[config.mk]
export PLATFORM = sky130hd
export DESIGN_NAME = btc_bridge_ctl
export DESIGN_NICKNAME = d
export VERILOG_FILES = /design/src/pkg/btc_pkg.sv /design/src/rtl/btc_bridge_ctl.sv
export SDC_FILE = /design/constraint.sdc
export NUM_CORES = 1
export LEC_CHECK = 0
export BUFFER_PORTS_ARGS = -buffer_cell sky130_fd_sc_hd__clkbuf_2
export CAP_MARGIN = 15
export CORE_MARGIN = 2
export CORE_UTILIZATION = 35
export CTS_CLUSTER_SIZE = 24
export DETAILED_ROUTE_END_ITERATION = 8
export GPL_ROUTABILITY_DRIVEN = 1
export HOLD_SLACK_MARGIN = 0.1
export PLACE_DENSITY_LB_ADDON = 0.2
export SYNTH_ARGS = -nofsm -noshare
export SYNTH_HDL_FRONTEND = slang
export SYNTH_SLANG_ARGS = --single-unit
[constraint.sdc]
create_clock -name core_clk -period 2.05 [get_ports core_clk]
set_input_delay 0.41 -clock core_clk [delete_from_list [all_inputs] [get_ports core_clk]]
set_output_delay 0.41 -clock core_clk [all_outputs]
set_load 0.03 [all_outputs]
[src/pkg/btc_pkg.sv]
// Purpose: constants for the bridge time-out and chip control block
// Assumes: configuration dwords addressed by byte address, byte enables active low
// Notes:   time-out counts are in pci clocks, so no period conversion is needed
package btc_pkg;

  // configuration dword byte addresses
  localparam logic [7:0] BTC_OFS_BRIDGE_CTL = 8'h3C;
  localparam logic [7:0] BTC_OFS_CHIP_CTL   = 8'h40;

  // byte lanes inside a dword
  localparam int BTC_LANE_CHIP  = 0;
  localparam int BTC_LANE_BC_LO = 2;
  localparam int BTC_LANE_BC_HI = 3;

  // bridge control bits, as positions in the 0x3C dword
  localparam int BTC_BIT_FAST_B2B   = 23;
  localparam int BTC_BIT_PRI_SEL    = 24;
  localparam int BTC_BIT_SEC_SEL    = 25;
  localparam int BTC_BIT_TO_STATUS  = 26;
  localparam int BTC_BIT_TO_SERR_EN = 27;

  // chip control byte bits
  localparam int BTC_BIT_WR_DISC    = 1;
  localparam int BTC_BIT_PREF_DIS   = 4;
  localparam int BTC_BIT_LIVE_INS   = 5;

  // reset values
  localparam logic [7:0] BTC_RST_CHIP_CTL = 8'h00;
  localparam logic       BTC_RST_BIT      = 1'h0;

  // master time-out limits in pci clocks (select 0 / select 1)
  localparam int BTC_TO_LONG_CYCLES  = 32768;
  localparam int BTC_TO_SHORT_CYCLES = 1024;
  localparam int BTC_CNT_W           = 16;

  // upstream read command codes
  localparam logic [3:0] BTC_CMD_MEM_READ      = 4'h6;
  localparam logic [3:0] BTC_CMD_MEM_READ_MULT = 4'hC;
  localparam logic [3:0] BTC_CMD_MEM_READ_LINE = 4'hE;

endpackage

[src/rtl/btc_bridge_ctl.sv]
// Purpose: master time-out counters, discard/error reporting and chip control byte
// Assumes: config port, queue status and command-register bits are on core_clk
// Notes:   only the live-insertion pin crosses in from outside and is synchronised
`timescale 1ns/1ps
`default_nettype none

module btc_bridge_ctl
  import btc_pkg::*;
#(
  parameter int TO_LONG_CYCLES  = BTC_TO_LONG_CYCLES,
  parameter int TO_SHORT_CYCLES = BTC_TO_SHORT_CYCLES
) (
  input  wire logic        core_clk,
  input  wire logic        rst,
  // configuration access
  input  wire logic        cfgWrite,
  input  wire logic        cfgRead,
  input  wire logic [7:0]  cfgDwordAddr,
  input  wire logic [3:0]  primaryCmdByteEnableLines_n,
  input  wire logic [31:0] cfgWrData,
  output var  logic [31:0] cfgRdData,
  output var  logic        cfgRdValid,
  // delayed transaction queues
  input  wire logic        priComplAtHead,
  input  wire logic        priRetrySeen,
  input  wire logic        secComplAtHead,
  input  wire logic        secRetrySeen,
  output var  logic        priDiscard,
  output var  logic        secDiscard,
  // system error, open drain
  input  wire logic        cmdSerrEnable,
  output var  logic        primarySystemErrorOut_n,
  output var  logic        primarySystemErrorOe_n,
  // command enables and live insertion
  input  wire logic        cmdIoEnable,
  input  wire logic        cmdMemEnable,
  input  wire logic        cmdMasterEnable,
  input  wire logic        insertPinIn,
  input  wire logic        insertPinInputOnly,
  output var  logic        effIoEnable,
  output var  logic        effMemEnable,
  output var  logic        effMasterEnable,
  output var  logic        acceptIoMem,
  output var  logic        secFastB2bEnable,
  // target memory write disconnect
  input  wire logic        wrQueueFull,
  input  wire logic        wrAt4kBoundary,
  input  wire logic        wrAtCacheLine,
  output var  logic        wrDisconnect,
  // upstream memory read handling
  input  wire logic [3:0]  upReadCmd,
  output var  logic        upPrefetch,
  output var  logic        upForwardByteEn,
  output var  logic        upDisconnectFirst
);

  typedef struct packed {
    logic                 ctlWrDisc;
    logic                 ctlPrefDis;
    logic                 ctlLiveIns;
    logic                 priSel;
    logic                 secSel;
    logic                 toStatus;
    logic                 toSerrEn;
    logic [BTC_CNT_W-1:0] priCnt;
    logic [BTC_CNT_W-1:0] secCnt;
    logic                 priRetried;
    logic                 secRetried;
    logic                 priDiscard;
    logic                 secDiscard;
    logic                 pinSync1;
    logic                 pinSync2;
    logic [31:0]          rdData;
    logic                 rdValid;
    logic                 serrOut_n;
    logic                 serrOe_n;
    logic                 ioEn;
    logic                 memEn;
    logic                 mstEn;
    logic                 accept;
    logic                 fastB2b;
    logic                 wrDisc;
    logic                 upPref;
    logic                 upFwdBe;
    logic                 upDiscFirst;
  } btc_state_t;

  typedef struct packed {
    logic                 discard;
    logic                 retried;
    logic [BTC_CNT_W-1:0] cnt;
  } btc_step_t;

  localparam logic [BTC_CNT_W-1:0] LONG_LAST  = BTC_CNT_W'(TO_LONG_CYCLES - 1);
  localparam logic [BTC_CNT_W-1:0] SHORT_LAST = BTC_CNT_W'(TO_SHORT_CYCLES - 1);

  btc_state_t st_r;
  btc_state_t st_nxt;

  // one clock of a master time-out counter, shared by both sides
  function automatic btc_step_t toStep(
    input logic                 atHead,
    input logic                 retry,
    input logic                 sel,
    input logic [BTC_CNT_W-1:0] cnt,
    input logic                 retried
  );
    btc_step_t s;
    logic [BTC_CNT_W-1:0] last;
    last = sel ? SHORT_LAST : LONG_LAST;
    s.discard = 1'b0;
    s.retried = retried;
    s.cnt     = cnt;
    if (!atHead) begin
      // idle until the completion reaches the queue head
      s.cnt     = '0;
      s.retried = 1'b0;
    end else if (retry) begin
      // a retry ends the wait for good
      s.cnt     = '0;
      s.retried = 1'b1;
    end else if (retried) begin
      s.cnt = '0;
    end else if (cnt == last) begin
      // expired with no retry yet
      s.discard = 1'b1;
      s.cnt     = '0;
      s.retried = 1'b1;
    end else begin
      s.cnt = cnt + 1'b1;
    end
    return s;
  endfunction

  // byte lane write strobe, byte enables active low
  function automatic logic laneWr(input logic [3:0] be_n, input int lane);
    return ~be_n[lane];
  endfunction

  always_comb begin
    btc_step_t priS;
    btc_step_t secS;
    logic      wrBc;
    logic      wrChip;
    logic      masked;
    logic      anyDiscard;
    logic      plainRead;
    st_nxt = st_r;
    wrBc   = cfgWrite && (cfgDwordAddr == BTC_OFS_BRIDGE_CTL);
    wrChip = cfgWrite && (cfgDwordAddr == BTC_OFS_CHIP_CTL);

    // counters
    priS = toStep(priComplAtHead, priRetrySeen, st_r.priSel, st_r.priCnt, st_r.priRetried);
    secS = toStep(secComplAtHead, secRetrySeen, st_r.secSel, st_r.secCnt,
                  st_r.secRetried);
    st_nxt.priCnt     = priS.cnt;
    st_nxt.priRetried = priS.retried;
    st_nxt.priDiscard = priS.discard;
    st_nxt.secCnt     = secS.cnt;
    st_nxt.secRetried = secS.retried;
    st_nxt.secDiscard = secS.discard;
    anyDiscard        = priS.discard || secS.discard;

    // register writes; only lanes with enable low take data
    if (wrBc && laneWr(primaryCmdByteEnableLines_n, BTC_LANE_BC_HI)) begin
      st_nxt.priSel   = cfgWrData[BTC_BIT_PRI_SEL];
      st_nxt.secSel   = cfgWrData[BTC_BIT_SEC_SEL];
      st_nxt.toSerrEn = cfgWrData[BTC_BIT_TO_SERR_EN];
      if (cfgWrData[BTC_BIT_TO_STATUS]) begin
        st_nxt.toStatus = 1'b0;
      end
    end
    if (wrChip && laneWr(primaryCmdByteEnableLines_n, BTC_LANE_CHIP)) begin
      st_nxt.ctlWrDisc  = cfgWrData[BTC_BIT_WR_DISC];
      st_nxt.ctlPrefDis = cfgWrData[BTC_BIT_PREF_DIS];
      st_nxt.ctlLiveIns = cfgWrData[BTC_BIT_LIVE_INS];
    end
    // a discard in the clearing cycle is not lost
    if (anyDiscard) begin
      st_nxt.toStatus = 1'b1;
    end

    // one-clock system error pulse on a time-out discard
    st_nxt.serrOut_n = 1'b0;
    st_nxt.serrOe_n  = ~(anyDiscard && st_r.toSerrEn && cmdSerrEnable);

    // reads; unlisted bits and dwords read zero
    st_nxt.rdValid = cfgRead;
    st_nxt.rdData  = '0;
    if (cfgRead) begin
      if (cfgDwordAddr == BTC_OFS_BRIDGE_CTL) begin
        st_nxt.rdData[BTC_BIT_FAST_B2B]   = 1'b0;
        st_nxt.rdData[BTC_BIT_PRI_SEL]    = st_r.priSel;
        st_nxt.rdData[BTC_BIT_SEC_SEL]    = st_r.secSel;
        st_nxt.rdData[BTC_BIT_TO_STATUS]  = st_r.toStatus;
        st_nxt.rdData[BTC_BIT_TO_SERR_EN] = st_r.toSerrEn;
      end else if (cfgDwordAddr == BTC_OFS_CHIP_CTL) begin
        st_nxt.rdData[BTC_BIT_WR_DISC]  = st_r.ctlWrDisc;
        st_nxt.rdData[BTC_BIT_PREF_DIS] = st_r.ctlPrefDis;
        st_nxt.rdData[BTC_BIT_LIVE_INS] = st_r.ctlLiveIns;
      end
    end

    // live insertion masking; first sync stage feeds only the second
    st_nxt.pinSync1 = insertPinIn;
    st_nxt.pinSync2 = st_r.pinSync1;
    masked = st_r.ctlLiveIns && insertPinInputOnly && st_r.pinSync2;
    st_nxt.ioEn   = cmdIoEnable && !masked;
    st_nxt.memEn  = cmdMemEnable && !masked;
    st_nxt.mstEn  = cmdMasterEnable && !masked;
    st_nxt.accept = (cmdIoEnable || cmdMemEnable) && !masked;

    st_nxt.fastB2b = 1'b0;

    // target write disconnect decision
    st_nxt.wrDisc = wrQueueFull || wrAt4kBoundary
                    || (st_r.ctlWrDisc && wrAtCacheLine);

    // upstream read handling
    plainRead = (upReadCmd == BTC_CMD_MEM_READ);
    if (!plainRead) begin
      // line and multiple reads keep prefetching
      st_nxt.upPref      = (upReadCmd == BTC_CMD_MEM_READ_LINE)
                           || (upReadCmd == BTC_CMD_MEM_READ_MULT);
      st_nxt.upFwdBe     = 1'b0;
      st_nxt.upDiscFirst = 1'b0;
    end else if (st_r.ctlPrefDis) begin
      st_nxt.upPref      = 1'b0;
      st_nxt.upFwdBe     = 1'b1;
      st_nxt.upDiscFirst = 1'b1;
    end else begin
      st_nxt.upPref      = 1'b1;
      st_nxt.upFwdBe     = 1'b0;
      st_nxt.upDiscFirst = 1'b0;
    end
  end

  always_ff @(posedge core_clk) begin
    if (rst) begin
      st_r            <= '0;
      st_r.ctlWrDisc  <= BTC_RST_CHIP_CTL[BTC_BIT_WR_DISC];
      st_r.ctlPrefDis <= BTC_RST_CHIP_CTL[BTC_BIT_PREF_DIS];
      st_r.ctlLiveIns <= BTC_RST_CHIP_CTL[BTC_BIT_LIVE_INS];
      st_r.priSel     <= BTC_RST_BIT;
      st_r.secSel     <= BTC_RST_BIT;
      st_r.toStatus   <= BTC_RST_BIT;
      st_r.toSerrEn   <= BTC_RST_BIT;
      st_r.serrOut_n  <= 1'b0;
      st_r.serrOe_n   <= 1'b1;
    end else begin
      st_r <= st_nxt;
    end
  end

  assign cfgRdData               = st_r.rdData;
  assign cfgRdValid              = st_r.rdValid;
  assign priDiscard              = st_r.priDiscard;
  assign secDiscard              = st_r.secDiscard;
  assign primarySystemErrorOut_n = st_r.serrOut_n;
  assign primarySystemErrorOe_n  = st_r.serrOe_n;
  assign effIoEnable             = st_r.ioEn;
  assign effMemEnable            = st_r.memEn;
  assign effMasterEnable         = st_r.mstEn;
  assign acceptIoMem             = st_r.accept;
  assign secFastB2bEnable        = st_r.fastB2b;
  assign wrDisconnect            = st_r.wrDisc;
  assign upPrefetch              = st_r.upPref;
  assign upForwardByteEn         = st_r.upFwdBe;
  assign upDisconnectFirst       = st_r.upDiscFirst;

endmodule

`default_nettype wire

==> metrics.txt, run 1 <==
status complete, no violations; Max Fclk between 500 and 600 MHz; initial antenna violation count 0; min cycle time layout roughly 1900 ps; clock root buffer clkbuf_8; P&R area growth vs syn 18.4%; first-pass GRT wire length approximately 9000 µm; asr flop ratio synth 0%; clock-pin slew on the worst setup and hold paths 60 ps; crit-path max FO 5; HP Class in2reg; Initial Util a little over a third; Worst Path Required approximately 2200 ps; number of global-route vias before repair approximately 1,900; PortBufs 56; Synth warnings 0; synth unique cells 42; IO Pins between 100 and 150; Cell Count, Final, Fillers Out ~460; Synth Flop Type dfxtp_1; pin count of the biggest net entering global routing 17; # diodes 0; Die Height approximately 92 µm; Fin Clk Skew between 4 and 5 ps; CORE AREA 0.00765 mm²; final total power 2.51 mW; drt first pass iters 4; H-Tree Level Count 3; Post-Route WL 5390 µm; Placed Instances approximately 450; DRC viols 0; worst stage delay on the critical path 710 ps; TritonCTS clock tree yes; layout cells sized above 1 between 20% and 30%; Post-synth EDFFs 0; Post-DP HPWL slightly above 4000 µm; sequential area share after synthesis about 45%; Crit-path slowest cell or4b_2; post-synthesis register bit count roughly 60; Final Hold Viols 0; Worst Path Arrival around 2100 ps; gpl congestion about 0.76; Net count, final around 420; critical path type reg2reg; clock buffer depth 2; clk sinks around 60; commonest non-fill, non-tap cells in the layout 61 x dfxtp_1, 56 x clkbuf_2, 34 x nor2_1; Mapped Cells between 200 and 300; element type at the critical path end flip-flop; CP cell instances nand4_1 > or4b_2 > a211oi_2 > o211ai_1; setup TNS 0 ps; mapped cell area ~0.0027 mm²; Final period util a little over 90%; routed len/inst 11.7 µm; GRT Total Usage between 10% and 20%; final setup fails 0; VDD IR max 447 µV; fillers about 770; final core utilization ~42%; via density per instance ~4.5; hold_buf cts 0; pwr dens just under 800 mW/mm²; TritonCTS Buffers 9; die area ~0.0085 mm²; initial detailed-routing violation count 83; FP Rows 32; Slew Viols, Final 0; cell leakage power approximately 1.2 nW; Worst setup SP type flip-flop; postcts setup bufs 0; max-cap check violation count 0; RSZ-0062 raised after global routing false; mean area per synthesized cell slightly above 9 µm²; commonest non-fill, non-tap cell in the layout dfxtp_1; Clock Latency Late Sink roughly 330 ps; Overflow after GRT 0; Post-DRT Antenna Nets 0; via count approximately 2,100; die width about 90 µm; post_cts resized 0
==> layout make-up <==
class                      instances  area, µm²  area share, %
multi-input combinational        209       1280           39.8
tap                              102        128           3.95
inverter                           7       26.3          0.814
timing repair buffer              67        363           11.2
clock buffer                      11        131           4.07
clock inverter                     5       75.1           2.32
sequential                        61       1220           37.8
==> worst max-delay path, delay by kind of cell, from the launching register on <==
family	cells	cell delay (ps)
flops	1	400
simple gates	2	880
compound gates	2	470
==> synth_stat cells (all sizes together), types with 3 or more instances <==
master / count / area (µm²)
dfxtp: 61 / 1220
and2: 11 / 68.8
nand3: 14 / 70.1
and4: 3 / 26.3
nand2: 11 / 41.3
nor4: 8 / 65.1
nor3: 21 / 105
a21oi: 4 / 31.3
nand4: 14 / 87.6
nor2b: 3 / 18.8
buf: 37 / 278
xor2: 13 / 114
xnor2: 14 / 123
or4b: 3 / 33.8
nor2: 34 / 128
mux2i: 6 / 60.1
or3: 3 / 18.8
clkbuf: 4 / 15.0
inv: 7 / 26.3
==> routing by layer <==
| layer | up-vias | GRT usage [%] | wire length (µm) |
|---|---|---|---|
| met5 | - | 0 | 0 |
| met4 | 0 | 5.22 | 103 |
| met3 | 9 | 5.67 | 259 |
| met2 | 55 | 22.0 | 2520 |
| met1 | 933 | 16.8 | 2500 |
| li1 | 1070 | - | - |
==> registers in the layout, summed over array words and instances, names as in the netlist <==
register / count
secDiscard: 1
effMemEnable: 1
upPrefetch: 1
primarySystemErrorOe_n: 1
cfgRdData: 7
wrDisconnect: 1
effIoEnable: 1
priDiscard: 1
upForwardByteEn: 1
cfgRdValid: 1
st_nxt: 1
acceptIoMem: 1
st_r: 42
effMasterEnable: 1
==> power by group <==
part           switching, mW  internal, mW  total, mW  leakage (nW)
logic                  0.124        0.0495      0.174         0.635
registers            0.00443          1.20       1.20         0.494
clock network          0.449         0.679       1.13         0.107
==> path summary, 6_finish.rpt <==
path / startpoint / endpoint / slack [ps] / cells past startpoint
setup / recovery: st_r[60] / primarySystemErrorOe_n / 160 / 4
hold / removal: upReadCmd[3] / upForwardByteEn / 260 / 2
hold reg to reg: st_nxt[44] / st_r[44] / 440 / 1
setup reg to reg: st_r[60] / primarySystemErrorOe_n / 160 / 4
==> kinds of logic after synthesis <==
| group | share of synthesized area [%] |
|---|---|
| multiplexers | 2.20 |
| AO/OA/AOI/OAI | 4.22 |
| adder cells (fa/ha/maj) | 0.917 |
| AND/OR/NAND/NOR | 27.4 |
| flip-flops | 44.8 |
| XOR/XNOR | 8.67 |
| other | 0.137 |
| buffers and inverters | 11.7 |
==> through the flow <==
stage / hold WS, ps / cell area (µm²) / worst slack [ps]
5_1_grt: 237 / 3230 / 42.8
3_3_place_gp: 427 / 3020 / 148
4_1_cts: 231 / 3230 / 143
6_report: 256 / 3230 / 164
2_1_floorplan: 403 / 2830 / 162
3_5_place_dp: 433 / 3020 / 142
Power figures use the tool's default switching activity.
==> run 2, diff against run 1 <==
--- a/config.mk
+++ b/config.mk
@@ -13,7 +13,6 @@
 export DETAILED_ROUTE_END_ITERATION = 8
 export GPL_ROUTABILITY_DRIVEN = 1
 export HOLD_SLACK_MARGIN = 0.1
-export PLACE_DENSITY_LB_ADDON = 0.2
 export SYNTH_ARGS = -nofsm -noshare
 export SYNTH_HDL_FRONTEND = slang
 export SYNTH_SLANG_ARGS = --single-unit
==> metrics.txt, run 2 (synthesis results as in run 1) <==
routed len/inst 11.6 µm (was 11.7 µm); Internal 2.06 mW (was 1.93 mW); Placed Instance Area 0.00309 mm² (was 0.00302 mm²); postcts setup bufs 0 (unchanged); TritonCTS clock tree yes (unchanged); Fin Clk Skew 10.9 ps (was 4.46 ps); Cell Count, Final, Fillers Out 469 (was 462); Post-DRT Antenna Nets 0 (unchanged); largest reg by FF count st_r (unchanged); clock-pin slew on the worst setup and hold paths 80 ps (was 60 ps); Clock Latency Late Sink 340 ps (was 330 ps); crit-path max FO 4 (was 5); cell leakage power 1.30 nW (was 1.24 nW); GRT Total Usage 13.9% (about the same); WHS 248 ps (was 256 ps); number of global-route vias before repair 2,019 (was 1,919); PortBufs 56 (unchanged); P&R area growth vs syn 22.8% (was 18.4%); Net count, final 429 (was 422); TritonCTS Buffers 9 (unchanged); Slew Viols, Final 0 (unchanged); Final period util 92.0% (about the same); Combinational Power Share 6.5% (was 6.9%); drt first pass iters 4 (unchanged); pin count of the biggest net entering global routing 17 (unchanged); Post-Route WL 5460 µm (was 5390 µm); commonest non-fill, non-tap cells in the layout 61 x dfxtp_1, 56 x clkbuf_2, 34 x nor2_1 (unchanged); Placed Instances 453 (was 446); # diodes 0 (unchanged); first-pass GRT wire length 9110 µm (was 9070 µm); critical path type reg2reg (unchanged); met2 usage in global routing 21.9% (was 22.0%); switching pwr 0.634 mW (was 0.578 mW); final setup fails 0 (unchanged); final total power 2.69 mW (was 2.51 mW); Layout Cell Area excl Fill 0.00335 mm² (was 0.00323 mm²); die area 0.00852 mm² (unchanged); via density per instance 4.53 (was 4.47); GR Util met3 4.60% (was 5.67%); Post-DP HPWL 4140 µm (was 4110 µm); layout cells sized above 1 27.2% (was 25.3%); clock root buffer clkbuf_8 (unchanged); Worst setup SP type flip-flop (unchanged); Initial Util 35.7% (unchanged); max FFs per register 42 (unchanged); RSZ-0062 raised after global routing false (unchanged); IO Pins 111 (unchanged); clk sinks 61 (unchanged); initial antenna violation count 0 (unchanged); H-Tree Level Count 3 (unchanged); min cycle time layout 1890 ps (about the same); die width 92.3 µm (unchanged); Max Fclk 530 MHz (about the same); commonest non-fill, non-tap cell in the layout dfxtp_1 (unchanged); HP Class in2reg (unchanged); gpl congestion 0.804 (was 0.764); initial detailed-routing violation count 59 (was 83); Final Hold Viols 0 (unchanged); GR peak layer met2 (unchanged); clock buffer depth 2 (unchanged); element type at the critical path end flip-flop (unchanged); Worst Path Arrival 2070 ps (was 2080 ps); pwr dens 804 mW/mm² (was 776 mW/mm²); register share of total power 44.6% (was 48.0%); via count 2,123 (was 2,067); grt met1 use 17.4% (was 16.8%); FP Rows 32 (unchanged); DRC viols 0 (unchanged); share of power burned in the clock network 48.9% (was 45.0%); max-cap check violation count 0 (unchanged); CORE AREA 0.00765 mm² (unchanged); Net Sw Frac 23.5% (was 23.1%); status complete, no violations (unchanged); Worst Path Required 2230 ps (was 2240 ps); Die Height 92.3 µm (unchanged); setup TNS 0 ps (unchanged); Overflow after GRT 0 (unchanged); VDD IR max 279 µV (was 447 µV)
[run 2: cell count changes in the layout (fill, tap and decap cells not counted)]
cell	previous run	this run
clkinv_2	3	0
clkinv_4	0	1
a211oi_2	1	0
nor4b_4	1	2
inv_6	0	1
bufinv_16	2	3
clkbuf_1	2	0
clkinvlp_4	0	2
buf_12	0	1
a211oi_4	0	1
buf_4	11	17
nor4b_2	1	0
[run 2: worst paths after layout]
kind / from / endpoint / slack (ps) / cells after the start
hold / removal: upReadCmd[3] / upForwardByteEn / 250 / 2
hold reg to reg: st_nxt[44] / st_r[44] / 440 / 1
setup reg to reg: st_r[61] / primarySystemErrorOe_n / 160 / 4
setup / recovery: st_r[61] / primarySystemErrorOe_n / 160 / 4
[run 2: repair_timing]
item | in CTS | in global routing
endpoints found under the setup margin | 0 | 2
resized for setup | 0 | 2
hold buffers | 0 | 0
[run 2: power by group through the flow]
stage	clock, mW	combinational (mW)	sequential (mW)
global route	1.41	0.190	1.20
global placement	0	0.174	1.23
CTS	1.35	0.176	1.20
finish	1.32	0.175	1.20
floorplan	0	0.136	1.25
detailed placement	0	0.175	1.23
[run 2: final cells by class]
| class | instances | area [µm²] |
|---|---|---|
| well taps | 102 | 128 |
| inverters | 7 | 26.3 |
| multi-input cells | 209 | 1300 |
| clock buffers | 9 | 124 |
| fillers | 767 | 4300 |
| clock inverters | 7 | 123 |
| flip-flops and latches | 61 | 1220 |
| repair buffers | 74 | 428 |
[run 2: per-stage QoR]
stage / worst slack [ps] / utilization, %
after global routing: 9.92 / 43.8
after detailed placement: 50.9 / 40.4
after CTS: 28.5 / 43.6
final: 163 / 43.8
after global placement: 31.5 / 40.4
after floorplan: 162 / -
[run 2: per-layer routing]
layer / wire length, µm / part of all wire (%)
met5: 0 / 0
met4: 54 / 0.99
met3: 351 / 6.4
met2: 2520 / 46
met1: 2540 / 46
[run 2: worst max-delay path, stage by stage, from the launching register on]
cell	delay (ps)
dfxtp_1	410
nand4_1	160
or4b_2	720
a211oi_4	300
o211ai_1	140
==> run 3, diff against run 2 <==
==> constraint.sdc (replaced) <==
create_clock -name core_clk -period 2.2 [get_ports core_clk]
set_input_delay 0.44 -clock core_clk [delete_from_list [all_inputs] [get_ports core_clk]]
set_output_delay 0.44 -clock core_clk [all_outputs]
set_load 0.03 [all_outputs]
==> metrics.txt, run 3 (synthesis results as in run 1) <==
WHS Path Cells 2 (unchanged); GRT Total Usage 13.3% (was 13.9%); number of global-route vias before repair 1,904 (was 2,019); pwr dens 679 mW/mm² (was 804 mW/mm²); H-Tree Level Count 3 (unchanged); post_cts resized 0 (unchanged); Max Fclk 505 MHz (was 530 MHz); via count 2,118 (was 2,123); first-pass GRT wire length 8700 µm (was 9110 µm); drt first pass iters 4 (unchanged); VDD IR max 293 µV (was 279 µV); critical path type reg2reg (unchanged); die width 92.3 µm (unchanged); commonest non-fill, non-tap cell in the layout dfxtp_1 (unchanged); gpl congestion 0.820 (was 0.804); P&R area growth vs syn 16.7% (was 22.8%); Overflow after GRT 0 (unchanged); Die Height 92.3 µm (unchanged); Post-DRT Antenna Nets 0 (unchanged); Slew Viols, Final 0 (unchanged); fillers 769 (was 767); TritonCTS Buffers 9 (unchanged); setup TNS 0 ps (unchanged); Post-Route WL 5370 µm (was 5460 µm); max-cap check violation count 0 (unchanged); WHS 271 ps (was 248 ps); postcts setup bufs 0 (unchanged); Net count, final 420 (was 429); worst flop-to-flop path endpoint primarySystemErrorOe_n (unchanged); initial antenna violation count 0 (unchanged); worst slack at placement 202 ps (was 50.9 ps); initial detailed-routing violation count 66 (was 59); pin count of the biggest net entering global routing 17 (unchanged); TritonCTS clock tree yes (unchanged); clk sinks 61 (unchanged); Worst Setup SP st_r[60] (was st_r[61]); clock buffer depth 2 (unchanged); commonest non-fill, non-tap cells in the layout 61 x dfxtp_1, 56 x clkbuf_2, 34 x nor2_1 (unchanged); Clock Latency Late Sink 340 ps (about the same); Final period util 90.1% (was 92.0%); status complete, no violations (unchanged); die area 0.00852 mm² (unchanged); Initial Util 35.7% (unchanged); CORE AREA 0.00765 mm² (unchanged); layout cells sized above 1 25.4% (was 27.2%); Reg2Reg Depth 4 (unchanged); via density per instance 4.60 (was 4.53); register area 0.00122 mm² (unchanged); IO Pins 111 (unchanged); area occupied by multi-input gates 0.00128 mm² (was 0.00130 mm²); Setup crit end primarySystemErrorOe_n (unchanged); final setup fails 0 (unchanged); PnR worst setup slack 218 ps (was 163 ps); largest reg by FF count st_r (unchanged); Final Hold Viols 0 (unchanged); # diodes 0 (unchanged); element type at the critical path end flip-flop (unchanged); PortBufs 56 (unchanged); Worst setup SP type flip-flop (unchanged); hold_buf cts 0 (unchanged); HP Class in2reg (unchanged); crit-path max FO 5 (was 4); FP Rows 32 (unchanged); RSZ-0062 raised after global routing false (unchanged); internal reg-to-reg setup slack 220 ps (was 160 ps); Fin Clk Skew 8.87 ps (was 10.9 ps); clock-pin slew on the worst setup and hold paths 80 ps (about the same); DRC viols 0 (unchanged); Worst Path Arrival 2180 ps (was 2070 ps); Post-DP HPWL 4050 µm (was 4140 µm); clock root buffer clkbuf_8 (unchanged); cell leakage power 1.20 nW (was 1.30 nW); routed len/inst 11.7 µm (was 11.6 µm); Crit Reg-Reg Startpoint st_r[60] (was st_r[61]); Worst Path Required 2400 ps (was 2230 ps); min cycle time layout 1980 ps (was 1890 ps); max FFs per register 42 (unchanged)
run 3: worst min path at each step:
stage | startpoint | endpoint | slack (ps)
final | upReadCmd[3] | upForwardByteEn | 270
after global routing | upReadCmd[3] | upForwardByteEn | 250
after CTS | upReadCmd[3] | upForwardByteEn | 240
after detailed placement | st_nxt[44] | st_r[44] | 430
after global placement | st_nxt[44] | st_r[44] | 420
after floorplan | st_r[82] | primarySystemErrorOe_n | 400
run 3: final cells by class:
cell class | count | area share [%]
clock inverter | 7 | 1.65
clock buffer | 9 | 3.89
inverter | 7 | 0.825
multi-input combinational | 209 | 40.4
tap | 102 | 4.01
sequential | 61 | 38.3
timing repair buffer | 65 | 10.9
run 3: power breakdown:
part | internal, mW | switching, mW
combinational | 0.0453 | 0.116
sequential | 1.12 | 0.00469
clock | 0.408 | 0.471
run 3: through the flow:
stage / std cells / total power, mW / util, % / instance area [µm²]
global placement: 444 / 1.31 / 39.3 / 3010
detailed placement: 444 / 1.31 / 39.3 / 3010
CTS: 460 / 2.20 / 41.6 / 3180
global route: 460 / 2.27 / 41.6 / 3180
floorplan: 318 / 1.29 / - / 2830
finish: 460 / 2.16 / 41.6 / 3180
run 3: critical path, stage by stage, from the launching register on:
cell and delay (ps):
dfxtp_1 430, nand4_1 170, or4b_2 700, a211oi_2 380
o211ai_1 170
run 3: per-layer routing:
metal	track usage, %	share of wire (%)
met5	0	0
met4	7.09	2.1
met3	4.85	6.9
met2	19.3	43
met1	17.1	48
